File: src/dsq_pkg.sv
/*
 Constants for the dual-slope converter sequencer and display scan block.
 Assumes a 40 MHz system clock and a 2.41152 MHz master clock.
*/
`default_nettype none
package dsq_pkg;
   // ****************************************
   // Clock rates and timebase
   // ****************************************
   localparam longint CLK_HZ = 40000000;
   localparam longint MCLK_HZ = 2411520;
   localparam int ACC_W = 26;
   localparam logic [ACC_W-1:0] ACC_STEP = ACC_W'(MCLK_HZ);
   localparam logic [ACC_W-1:0] ACC_WRAP = ACC_W'(CLK_HZ);
   localparam int PRESCALE = 6;
   localparam logic [2:0] PRE_LAST = 3'(PRESCALE - 1);
   localparam int CNT_W = 8;
   localparam longint MCLK_PER_WRAP = PRESCALE * 256;
   // ****************************************
   // Result counter and phases
   // ****************************************
   localparam logic [7:0] SOFT_LAST = 8'h9C;
   localparam int SENSE_US = 1910;
   localparam longint SENSE_WRAPS = (SENSE_US * MCLK_HZ) / (MCLK_PER_WRAP * 1000000);
   localparam logic [7:0] SENSE_START = SOFT_LAST - 8'(SENSE_WRAPS);
   localparam logic [3:0] CFG_MAX = 4'hD;
   localparam logic [3:0] CFG_FINAL_LAST = 4'hC;
   localparam logic [1:0] GAIN_X20 = 2'h0;
   localparam logic [1:0] SRC_RJ = 2'h2;
   typedef enum logic [2:0] {
      DSQ_IDLE, DSQ_AUTO_ZERO, DSQ_INT_IN, DSQ_SIGN_SENSE, DSQ_INT_REF
   } dsq_phase_e;
   // ****************************************
   // Update cycle and display
   // ****************************************
   localparam longint PRELIM_MS = 200;
   localparam longint FINAL_MS = 300;
   localparam longint FLASH_MS = 400;
   localparam logic [9:0] PRELIM_WRAPS = 10'((PRELIM_MS * MCLK_HZ) / (MCLK_PER_WRAP * 1000));
   localparam logic [9:0] FINAL_WRAPS = 10'((FINAL_MS * MCLK_HZ) / (MCLK_PER_WRAP * 1000));
   localparam logic [9:0] FLASH_WRAPS = 10'((FLASH_MS * MCLK_HZ) / (MCLK_PER_WRAP * 1000));
   localparam logic [3:0] SCAN_LAST = 4'h8;
   localparam logic [3:0] DIGITS = 4'h7;
   localparam logic ROM_SPACE = 1'b0;
endpackage
`default_nettype wire

File: src/dsq_ctrl.sv
/*
 Converter sequencer, timebase, result latch, flag inputs, address latch
 and display latches. Assumes all inputs are synchronous to clk_i and that
 processor pulses last one clock.
*/
`timescale 1ns/1ps
`default_nettype none
// What this block does
// - Master clock divided by six clocks a free-running 8-bit counter.
// - Every counter wrap raises the processor interrupt, period about 636.9 us.
// - Result is hardware counter extended by a software count up to 156.
// - Input integration lasts one full result-counter pass, 100 ms.
// - Conversion runs auto-zero, input integration, polarity sensing, reference integration.
// - Conversion-done pulse captures the 8-bit counter into a readable latch.
// - Configure and phase-step together make a reset starting auto-zero.
// - Up to 12 configure pulses after reset set up the conversion; the count stops at 13.
// - Each phase-step pulse moves the converter to its next phase, except in idle where it is ignored.
// - Configure count encodes gain, preliminary or final, and input source.
// - Reference-junction conversions always use gain 20.
// - Four flags: low battery, polarity pulse, unit switch, range sense.
// - A 5-bit latch supplies the top bits of the 13-bit address.
// - Two bus-loaded 8-bit latches hold digit select and segment pattern.
// - Nine-interval scan of seven digits; two intervals leave all dark.
// - Unit switch high means Fahrenheit, low means Celsius.
// - Range flag is the digit drive selected by the range switch.
// - Low battery makes the display flash on and off.
// - A zero reference-junction reading marks self-check; no correction.
// - Otherwise junction correction is applied to the measured voltage.
// - Each update: 200 ms preliminary then 300 ms final conversion.
module dsq_ctrl (
   input wire logic clk_i,
   input wire logic reset_i,
   input wire logic clk_en_i,
   input wire logic configure_pulse_i,
   input wire logic phase_step_pulse_i,
   input wire logic polarity_done_line_i,
   input wire logic low_battery_i,
   input wire logic unit_switch_i,
   input wire logic [7:0] range_position_i,
   input wire logic [7:0] bus_data_i,
   input wire logic digit_wr_i,
   input wire logic segment_wr_i,
   input wire logic addr_hi_wr_i,
   input wire logic [7:0] addr_lo_i,
   input wire logic mem_req_i,
   output logic irq_o,
   output logic [7:0] counter_o,
   output logic [7:0] result_latch_o,
   output logic [7:0] soft_count_o,
   output logic conv_done_o,
   output logic [2:0] phase_o,
   output logic az_reset_o,
   output logic [3:0] cfg_count_o,
   output logic [1:0] gain_sel_o,
   output logic [1:0] input_sel_o,
   output logic final_conv_o,
   output logic self_check_o,
   output logic junction_corr_o,
   output logic final_window_o,
   output logic update_tick_o,
   output logic low_battery_flag_input_o,
   output logic polarity_flag_input_o,
   output logic unit_switch_flag_input_o,
   output logic range_sense_flag_input_o,
   output logic [7:0] digit_select_latch_o,
   output logic [7:0] segment_pattern_latch_o,
   output logic [3:0] scan_slot_o,
   output logic [12:0] mem_addr_o,
   output logic rom_sel_o,
   output logic ram_sel_o
);
   // ****************************************
   // Timebase
   // ****************************************
   logic [dsq_pkg::ACC_W-1:0] acc_q;
   logic [2:0] pre_q;
   logic [7:0] cnt_q;
   wire [dsq_pkg::ACC_W-1:0] acc_sum = acc_q + dsq_pkg::ACC_STEP;
   wire mclk_tick = acc_sum >= dsq_pkg::ACC_WRAP;
   wire cnt_step = mclk_tick && (pre_q == dsq_pkg::PRE_LAST);
   wire wrap = cnt_step && (cnt_q == 8'hFF);

   always_ff @(posedge clk_i) begin
      if (reset_i) begin
         acc_q <= '0;
         pre_q <= 3'h0;
         cnt_q <= 8'h00;
      end else if (clk_en_i) begin
         acc_q <= mclk_tick ? acc_sum - dsq_pkg::ACC_WRAP : acc_sum;
         if (mclk_tick) begin
            pre_q <= cnt_step ? 3'h0 : pre_q + 3'h1;
         end
         if (cnt_step) begin
            cnt_q <= cnt_q + 8'h01;
         end
      end
   end

   // ****************************************
   // Converter phase sequencer
   // ****************************************
   dsq_pkg::dsq_phase_e phase_q, phase_d;
   logic [7:0] soft_q;
   logic [3:0] cfg_q;
   logic neg_seen_q;
   wire both = configure_pulse_i && phase_step_pulse_i;
   wire step_only = phase_step_pulse_i && !configure_pulse_i;
   wire line_pulse = polarity_done_line_i;
   wire in_sense_window = (phase_q == dsq_pkg::DSQ_INT_IN) && (soft_q >= dsq_pkg::SENSE_START);
   wire eoc = (phase_q == dsq_pkg::DSQ_INT_REF) && line_pulse;
   wire timed = (phase_q == dsq_pkg::DSQ_INT_IN) || (phase_q == dsq_pkg::DSQ_SIGN_SENSE)
      || (phase_q == dsq_pkg::DSQ_INT_REF);
   wire soft_wrap = soft_q == dsq_pkg::SOFT_LAST;

   always_comb begin
      phase_d = phase_q;
      case (phase_q)
         dsq_pkg::DSQ_IDLE: phase_d = phase_q;
         dsq_pkg::DSQ_AUTO_ZERO: if (step_only) phase_d = dsq_pkg::DSQ_INT_IN;
         dsq_pkg::DSQ_INT_IN: if (step_only || (wrap && soft_wrap)) phase_d = dsq_pkg::DSQ_SIGN_SENSE;
         dsq_pkg::DSQ_SIGN_SENSE: if (step_only) phase_d = dsq_pkg::DSQ_INT_REF;
         dsq_pkg::DSQ_INT_REF: if (step_only || eoc) phase_d = dsq_pkg::DSQ_IDLE;
         default: phase_d = dsq_pkg::DSQ_IDLE;
      endcase
      if (both) begin
         phase_d = dsq_pkg::DSQ_AUTO_ZERO;
      end
   end

   always_ff @(posedge clk_i) begin
      if (reset_i) begin
         phase_q <= dsq_pkg::DSQ_IDLE;
         soft_q <= 8'h00;
         cfg_q <= 4'h0;
         neg_seen_q <= 1'b0;
         az_reset_o <= 1'b0;
         conv_done_o <= 1'b0;
         result_latch_o <= 8'h00;
         soft_count_o <= 8'h00;
      end else if (clk_en_i) begin
         phase_q <= phase_d;
         az_reset_o <= both;
         conv_done_o <= eoc;
         if (both) begin
            soft_q <= 8'h00;
            cfg_q <= 4'h0;
            neg_seen_q <= 1'b0;
         end else if (configure_pulse_i && cfg_q != dsq_pkg::CFG_MAX) begin
            cfg_q <= cfg_q + 4'h1;
         end
         if (!both && wrap && timed) begin
            soft_q <= soft_wrap ? 8'h00 : soft_q + 8'h01;
         end
         if (in_sense_window && line_pulse) begin
            neg_seen_q <= 1'b1;
         end
         if (eoc) begin
            result_latch_o <= cnt_q;
            soft_count_o <= soft_q;
         end
      end
   end

   // ****************************************
   // Configuration decode
   // ****************************************
   wire [3:0] cfg_idx = (cfg_q > dsq_pkg::CFG_FINAL_LAST) ? dsq_pkg::CFG_FINAL_LAST : cfg_q;
   wire [3:0] cfg_m1 = cfg_idx - 4'h1;
   wire cfg_final = cfg_idx != 4'h0;
   wire [1:0] cfg_src = cfg_final ? cfg_m1[3:2] : 2'h0;
   wire [1:0] cfg_gain = cfg_final ? cfg_m1[1:0] : dsq_pkg::GAIN_X20;
   wire rj_zero = eoc && (cfg_src == dsq_pkg::SRC_RJ) && (cnt_q == 8'h00) && (soft_q == 8'h00);

   always_ff @(posedge clk_i) begin
      if (reset_i) begin
         cfg_count_o <= 4'h0;
         gain_sel_o <= dsq_pkg::GAIN_X20;
         input_sel_o <= 2'h0;
         final_conv_o <= 1'b0;
         self_check_o <= 1'b0;
         junction_corr_o <= 1'b0;
         phase_o <= 3'h0;
         polarity_flag_input_o <= 1'b0;
      end else if (clk_en_i) begin
         cfg_count_o <= cfg_q;
         input_sel_o <= cfg_src;
         final_conv_o <= cfg_final;
         gain_sel_o <= (cfg_src == dsq_pkg::SRC_RJ) ? dsq_pkg::GAIN_X20 : cfg_gain;
         phase_o <= phase_q;
         polarity_flag_input_o <= line_pulse || neg_seen_q;
         if (eoc && cfg_src == dsq_pkg::SRC_RJ) begin
            self_check_o <= rj_zero;
            junction_corr_o <= !rj_zero;
         end
      end
   end

   // ****************************************
   // Update cycle, scan and flash timing
   // ****************************************
   logic [9:0] upd_q;
   logic [9:0] flash_q;
   logic blank_q;
   logic [3:0] slot_q;
   wire [9:0] upd_last = final_window_o ? dsq_pkg::FINAL_WRAPS - 10'h1 : dsq_pkg::PRELIM_WRAPS - 10'h1;

   always_ff @(posedge clk_i) begin
      if (reset_i) begin
         upd_q <= 10'h000;
         flash_q <= 10'h000;
         blank_q <= 1'b0;
         slot_q <= 4'h0;
         final_window_o <= 1'b0;
         update_tick_o <= 1'b0;
         irq_o <= 1'b0;
         counter_o <= 8'h00;
      end else if (clk_en_i) begin
         irq_o <= wrap;
         counter_o <= cnt_q;
         update_tick_o <= wrap && final_window_o && (upd_q == upd_last);
         if (wrap) begin
            upd_q <= (upd_q == upd_last) ? 10'h000 : upd_q + 10'h001;
            if (upd_q == upd_last) begin
               final_window_o <= !final_window_o;
            end
            slot_q <= (slot_q == dsq_pkg::SCAN_LAST) ? 4'h0 : slot_q + 4'h1;
            if (!low_battery_i) begin
               flash_q <= 10'h000;
               blank_q <= 1'b0;
            end else if (flash_q == dsq_pkg::FLASH_WRAPS - 10'h1) begin
               flash_q <= 10'h000;
               blank_q <= !blank_q;
            end else begin
               flash_q <= flash_q + 10'h001;
            end
         end
      end
   end

   // ****************************************
   // Display latches, flags and address
   // ****************************************
   logic [7:0] digit_q;
   logic [4:0] addr_hi_q;
   wire lit_slot = slot_q < dsq_pkg::DIGITS;
   wire [7:0] drive = (lit_slot && !blank_q) ? digit_q : 8'h00;
   wire [12:0] addr_full = {addr_hi_q, addr_lo_i};

   always_ff @(posedge clk_i) begin
      if (reset_i) begin
         digit_q <= 8'h00;
         addr_hi_q <= 5'h00;
         digit_select_latch_o <= 8'h00;
         segment_pattern_latch_o <= 8'h00;
         scan_slot_o <= 4'h0;
         low_battery_flag_input_o <= 1'b0;
         unit_switch_flag_input_o <= 1'b0;
         range_sense_flag_input_o <= 1'b0;
         mem_addr_o <= 13'h0000;
         rom_sel_o <= 1'b0;
         ram_sel_o <= 1'b0;
      end else if (clk_en_i) begin
         if (digit_wr_i) begin
            digit_q <= bus_data_i;
         end
         if (segment_wr_i) begin
            segment_pattern_latch_o <= bus_data_i;
         end
         digit_select_latch_o <= drive;
         scan_slot_o <= slot_q;
         low_battery_flag_input_o <= low_battery_i;
         unit_switch_flag_input_o <= unit_switch_i;
         range_sense_flag_input_o <= |(drive & range_position_i);
         if (addr_hi_wr_i) begin
            addr_hi_q <= bus_data_i[4:0];
         end
         mem_addr_o <= addr_full;
         rom_sel_o <= mem_req_i && (addr_full[12] == dsq_pkg::ROM_SPACE);
         ram_sel_o <= mem_req_i && (addr_full[12] != dsq_pkg::ROM_SPACE);
      end
   end
endmodule // dsq_ctrl
`default_nettype wire

File: config.mk
export PLATFORM = sky130hd
export DESIGN_NAME = dsq_ctrl
export DESIGN_NICKNAME = d
export VERILOG_FILES = /design/src/dsq_pkg.sv /design/src/dsq_ctrl.sv
export SDC_FILE = /design/constraint.sdc
export NUM_CORES = 1
export LEC_CHECK = 0
export ABC_AREA = 1
export BUFFER_PORTS_ARGS = -buffer_cell sky130_fd_sc_hd__buf_4
export CAP_MARGIN = 5
export CELL_PAD_IN_SITES_DETAIL_PLACEMENT = 0
export CELL_PAD_IN_SITES_GLOBAL_PLACEMENT = 1
export CORE_MARGIN = 4
export CORE_UTILIZATION = 45
export CTS_BUF_LIST = sky130_fd_sc_hd__clkbuf_2
export DETAILED_ROUTE_END_ITERATION = 12
export PLACE_DENSITY_LB_ADDON = 0.1
export SYNTH_ARGS = -nofsm -noshare
export SYNTH_HDL_FRONTEND = slang
export SYNTH_SLANG_ARGS = --single-unit
File: constraint.sdc
create_clock -name clk_i -period 6.29 [get_ports clk_i]
set_input_delay 0.629 -clock clk_i [delete_from_list [all_inputs] [get_ports clk_i]]
set_output_delay 0.629 -clock clk_i [all_outputs]
set_load 0.005 [all_outputs]
# ---- Word level (Yosys, flattened, before mapping)
# Index checks and enable logic that the tools add are counted.
# Widths: inputs -> output; s select.
dict set report word_totals {
  ramBits 0
  output_inout_bits 82
  latchBits 0
  regBits 173
  word_cells 150
  n_memories 0
  mem_bits_ro 0
}
dict set report classes {
  shifts 0
  order_cmp 4
  n_addsub 10
  div_mod_pow 0
  n_mux 27
  multipliers 0
  n_eq_ne 18
  n_bitwise 2
  reduce_logical 51
}
# op count
set ops {}
lappend ops {{$mux 8} 5}
lappend ops {{$mux 10} 3}
lappend ops {{$add 26x22->26 const B} 1}
lappend ops {{$ge 26x26->1 const B} 1}
lappend ops {{$mux 26} 1}
lappend ops {{$sub 26x26->26 const B} 1}
lappend ops {{$reduce_and 2->1} 11}
lappend ops {{$add 10x1->10 const B} 2}
lappend ops {{$logic_and 1x1->1} 19}
lappend ops {{$mux 3} 6}
lappend ops {{$add 8x1->8 const B} 2}
lappend ops {{$eq 8x8->1 const B} 2}
lappend ops {{$logic_not 8->1} 2}
lappend ops {{$mux 4} 4}
lappend ops {{$pmux 3 s5} 1}
lappend ops {{$eq 10x10->1 const B} 1}
lappend ops {{$eq 10x9->1} 1}
lappend ops {{$add 4x1->4 const B} 2}
lappend ops {{$and 8x8->8} 1}
lappend ops {{$ge 8x8->1 const B} 1}
lappend ops {{$reduce_or 8->1} 1}
lappend ops {{$eq 3x2->1 const B} 2}
lappend ops {{$eq 3x3->1 const B} 2}
lappend ops {{$mux 2} 3}
lappend ops {{21 further kinds} 37}

# ---- Logic depth before layout (Yosys ltp)
dict set report logic_depth {
  ltp_word 9
  ltp_mapped 21
  depth_no_buf 20
}

# ---- Least setup slack after synthesis
# No wires, ideal clock.
dict set report synth_path {
  path_kind {reg2reg}
  from {register acc_q[10] (netlist bit)}
  to {register acc_q[17] (netlist bit)}
  setup_slack_ns 3.851
  t_arrival_ns 2.325
  synth_period_minus_slack_ns 2.439
  path_stages_with_launch 18
  required_time_ns 6.176
  path_buffers 2
  path_cell_list {dfxtp_1 inv_1 ha_1 inv_1 nand3_1 nand2_1 nand2_1 xor2_2 nand2_1 nor2_2 nand3_1 nand3_2 buf_6 buf_6 nand2_1 xnor2_1 o21bai_1 inv_1}
}
dict set report synth_between {
  elab_chain_cells 3
  word_cells_on_any_way 4
}
# element line
set synth_rtl {}
lappend synth_rtl {{start, declared} dsq_ctrl.sv:75} ;# logic [dsq_pkg::ACC_W-1:0] acc_q;
lappend synth_rtl {{start signal, assigned} dsq_ctrl.sv:89} ;# acc_q <= mclk_tick ? acc_sum - dsq_pkg::ACC_WRAP : acc_sum;
lappend synth_rtl {{$add 26x22->26 *} dsq_ctrl.sv:78} ;# wire [dsq_pkg::ACC_W-1:0] acc_sum = acc_q + dsq_pkg::ACC_STEP;
lappend synth_rtl {{$sub 26x26->26 / $ge 26x26->1 (equally long branches)} {dsq_ctrl.sv:89, dsq_ctrl.sv:79}}
lappend synth_rtl {{$mux 26 *} dsq_ctrl.sv:89}
# Mark *: on every way between the ends. The rest lies on a longest branch, timed or not.
# A chain may end at the register's enable or synchronous reset.

# ---- Worst setup path after layout
dict set report layout_path {
  from {register acc_q[10] (netlist bit)}
  to {register final_window_o}
}
dict set report layout_between {
  elab_chain_cells 5
}
# element line
set layout_rtl {}
lappend layout_rtl {{$add 26x22->26} dsq_ctrl.sv:78}
lappend layout_rtl {{$ge 26x26->1} dsq_ctrl.sv:79} ;# wire mclk_tick = acc_sum >= dsq_pkg::ACC_WRAP;
lappend layout_rtl {{$logic_and 1x1->1} dsq_ctrl.sv:80} ;# wire cnt_step = mclk_tick && (pre_q == dsq_pkg::PRE_LAST);
lappend layout_rtl {{$logic_and 1x1->1} dsq_ctrl.sv:81} ;# wire wrap = cnt_step && (cnt_q == 8'hFF);
lappend layout_rtl {{$reduce_and 3->1 (no source line)} --}
lappend layout_rtl {{end signal, assigned} dsq_ctrl.sv:224} ;# final_window_o <= !final_window_o;
lappend layout_rtl {{end, declared} dsq_ctrl.sv:59} ;# output logic final_window_o,
# No other way between the ends.

==> results summary <==
Across all register-to-register paths, the minimum setup slack is 2.46 ns. The root buffer cell is clkbuf_2. The number of buffers added to fix hold violations after cts came out at 0.

The number of top-level pins came out at 118. In the routed layout, each cell is associated on average with a via count of 4.98. Setup violations remaining at the end of the flow were counted as 0. Input and output buffers added on the ports amount to 117.

The highest attainable clock frequency is 261 MHz. The stage delay of the slowest cell on the critical path came out at 0.60 ns. No sink is reached through more buffers than the 2 on the longest clock path.

The number of hold violations in the final report is 0. After filler insertion, the fill cell instance count of the layout stands at 1874. The number of gates resized after CTS is 0. The share of power burned in registers is 55.1%. The worst-case clock skew is 0.0429 ns. The layout cell share with drive strength beyond 1 is 14.1%. The net switching power figure came out at 0.000634 W.

The instance count of the mapped netlist is 1171. Net switching is 31.0% of the power. Per report_power, the clock group accounts for 28.8% of the total. The die outline area is 20200 um^2. The kind of cell with the highest combined delay on the critical path is simple AND/OR/NAND/NOR gates. The synthesis-to-layout area growth is 14.9%.

The mean cell area of the mapped netlist came out at 6.90 um^2. The wire-length estimate of the detail-placed layout is 14.6 mm. The number of unique standard cell types used by synthesis came out at 45. The number of nets in the final layout came out at 1316. STA classifies the critical path startpoint as a flop. The clock buffer count from CTS came out at 17. The post-detailed-route DRC marker count came out at 0.

The area of all placed cells without fillers is 9290 um^2. Adding up every negative setup slack in the final design gives 0 ns. The post-synthesis instance area came out at 8080 um^2. For this run the aggregate overflow at the end of global routing stands at 0. The standard cell core area is 17500 um^2.

Walking the worst path, the cells encountered are inv_1 -> ha_1 -> inv_1 -> nand3_1 -> nand2_1 -> nand2_1 -> xor2_2 -> nand3_1 -> nand2_1 -> nand2_1 -> nand2_1 -> nand3_2 -> nand3_2 -> clkinv_1 -> nand3_1 -> nand2_1 -> a21oi_1. In this run the power density over the cells is 221 nW/um^2. The number of warnings printed during yosys synthesis is 0. Data on the critical path arrives at its endpoint at 4.51 ns. The maximum number of pins on one net before global-route repair is 90. The startpoint identified for the worst register-to-register timing path is acc_q[10]$_SDFFE_PP0P_. After the first detailed-routing iteration, the DRC count stood at 408. The first-pass GRT wire length is 34.1 mm. The number of nets handed over by synthesis was 1225. The die height came out at 142 um. The overall global routing resource usage came out at 20.6%. The final weighted congestion in routability-driven placement came out at 0.816. In this run, synthesis produced a sequential element count of 164.

The horizontal die dimension is 142 um. The endpoint class of the critical path is a flop. The flow ran to the end, and the final reports show no timing, DRC or antenna violations. The H-tree level count came out at 4. The number of vias after detailed routing is 7468. The worst hold margin is 0.0970 ns. The effective utilization at floorplan is 46.2%. The count of TritonRoute iterations in the first routing pass is 5. The path class of the tightest hold or removal check is in -> reg.

The most used flip-flop cell after synthesis is dfxtp_1. The critical path is of the reg -> reg type. The floorplan has 48 rows.

The initial antenna violation count was 1. The via count of the first global-routing pass is 6939. Of the total power, combinational logic draws 16.1%. The fraction of the yosys area taken by sequential cells is 40.6%.

The worst path required time came out at 6.97 ns. Of the available clock period, the critical path in the final layout requires 60.9%. The leakage power came out at 4.14 nW. The sink count of the clock tree came out at 164.

The critical path starts at acc_q[10]$_SDFFE_PP0P_. Cells fill 53.2% of the core in the end. The CTS tree is yes. The cell with the most instances on the worst path is nand2_1.

The source-to-sink clock delay at the later pin of the worst-skew pair came out at 0.73 ns. The total cell area at the placement stage is 9050 um^2. For the pin with the worst max-slew slack, the measured transition is 1.01 ns. The design draws 0.00205 W. The worst vdd rail ir drop came out at 0.175 mV. Setup repair after global routing left no endpoint under its margin.

The maximum fanout encountered on the critical timing path is 30. The max-slew violation count is 0. The residual antenna-violating net count after detailed routing came out at 0.

The clock transition at the registers of the reported paths is 0.25 ns. The minimum clock period after layout is 3.83 ns. The number of enable-type register cells in the synthesized netlist is 0.

The total of max-cap violations came out at 0. The startpoint of the lowest-slack hold path is addr_lo_i[5]. The max-slew headroom at the worst pin is 32.3%. The fraction of registers with async set or reset after synthesis came out at 0%.

The average wire length per cell after detail routing came out at 13.8 um. The internal power consumption is 0.00141 W. Counting both buffers and inverters, the worst setup path holds a total of 3. Post-CTS timing repair inserted 0 buffers for setup.

The highest-delay cell along the critical path is nand3_2. The total detailed-routing wirelength came out at 20.7 mm.
[cells in the mapped netlist (8+ instances only)]
| cell | number | area, um^2 |
|---|---|---|
| o21ai_0 | 112 | 561 |
| nand2_1 | 227 | 852 |
| nand3_1 | 68 | 340 |
| dfxtp_1 | 164 | 3280 |
| a21oi_1 | 111 | 556 |
| ha_1 | 18 | 225 |
| inv_1 | 132 | 495 |
| clkbuf_1 | 36 | 135 |
| nand4_1 | 14 | 87.6 |
| a211oi_1 | 8 | 60.1 |
| nor2_1 | 157 | 589 |
| xor2_1 | 24 | 210 |
| nor3_1 | 22 | 110 |
[power by group through the flow]
| stage | sequential [W] | combinational, W | clock (W) |
|---|---|---|---|
| after floorplan | 0.00115 | 0.000216 | 0 |
| after global placement | 0.00115 | 0.000332 | 0 |
| after detailed placement | 0.00115 | 0.000332 | 0 |
| after CTS | 0.00113 | 0.000334 | 0.000612 |
| after global routing | 0.00114 | 0.000378 | 0.000651 |
| final | 0.00113 | 0.000330 | 0.000589 |
[logic make-up after synthesis]
family / count (synthesis) / synth area share (%)
simple gates: 517 / 27.4
compound gates: 250 / 16.3
buf+inv: 190 / 9.29
flops: 164 / 40.6
xor+xnor: 32 / 3.65
fa+ha+maj: 18 / 2.79
[state kept, by name (all words and copies together) (netlist names), 4 cells and up]
register and cells:
result_latch_o 8, cfg_q 4, digit_q 8, soft_q 8, slot_q 4, mem_addr_o 13
soft_count_o 8, addr_hi_q 5, upd_q 10, cnt_q 8, cfg_count_o 4, acc_q 17
scan_slot_o 4, digit_select_latch_o 8, segment_pattern_latch_o 8, counter_o 8, flash_q 10
[worst register-to-register path, cell delays in order, from the launching register on]
cell      delay, ns
dfxtp_1        0.48
inv_1          0.09
ha_1           0.23
inv_1          0.08
nand3_1        0.12
nand2_1        0.18
nand2_1        0.11
xor2_2         0.28
nand3_1        0.14
nand2_1        0.08
nand2_1        0.06
nand2_1        0.07
nand3_2        0.51
nand3_2        0.61
clkinv_1       0.40
nand3_1        0.20
nand2_1        0.07
a21oi_1        0.11
[cell usage in the layout, fill, tap and decap left out, drive strengths merged, types with 8 or more instances in the layout]
cell / instances
inv: 145
xor2: 26
nand2: 230
nand4: 16
clkbuf: 18
nand3: 72
ha: 18
a211oi: 8
a21oi: 111
o21ai: 116
nor2: 164
dfxtp: 164
nor3: 23
buf: 120
[layer usage]
metal / routed length, um / vias to the layer above / track usage (%)
li1: - / 3957 / -
met1: 9890 / 3361 / 28.2
met2: 9440 / 138 / 32.4
met3: 1250 / 12 / 6.32
met4: 163 / 0 / 4.04
met5: 0 / - / 0
[final timing paths]
| kind | end | cells after the start |
|---|---|---|
| worst min register to register | digit_q[0]$_SDFFE_PP0P_ | 2 |
| worst min-delay path | mem_addr_o[5]$_SDFFE_PP0P_ | 3 |
| worst max-delay path | final_window_o$_SDFFE_PP0P_ | 17 |
| worst max register to register | final_window_o$_SDFFE_PP0P_ | 17 |
[metrics by stage]
stage / worst slack (ns) / instances
final: 2.46 / 1500
after global routing: 1.96 / 1500
after CTS: 2.41 / 1499
after detailed placement: 2.43 / 1468
after global placement: 2.57 / 1468
after floorplan: 3.85 / 1171
[layout make-up]
cell class              instances  area, um^2  area share, %
clock buffers                  18        90.1          0.970
clock inverters                13         150           1.62
repair buffers                120         901           9.70
flip-flops and latches        164        3280           35.3
well taps                     225         282           3.03
multi-input cells             817        4050           43.6
diodes                          1        2.50         0.0269
inverters                     142         533           5.74
Note: power is estimated with default switching activity, not from simulation.
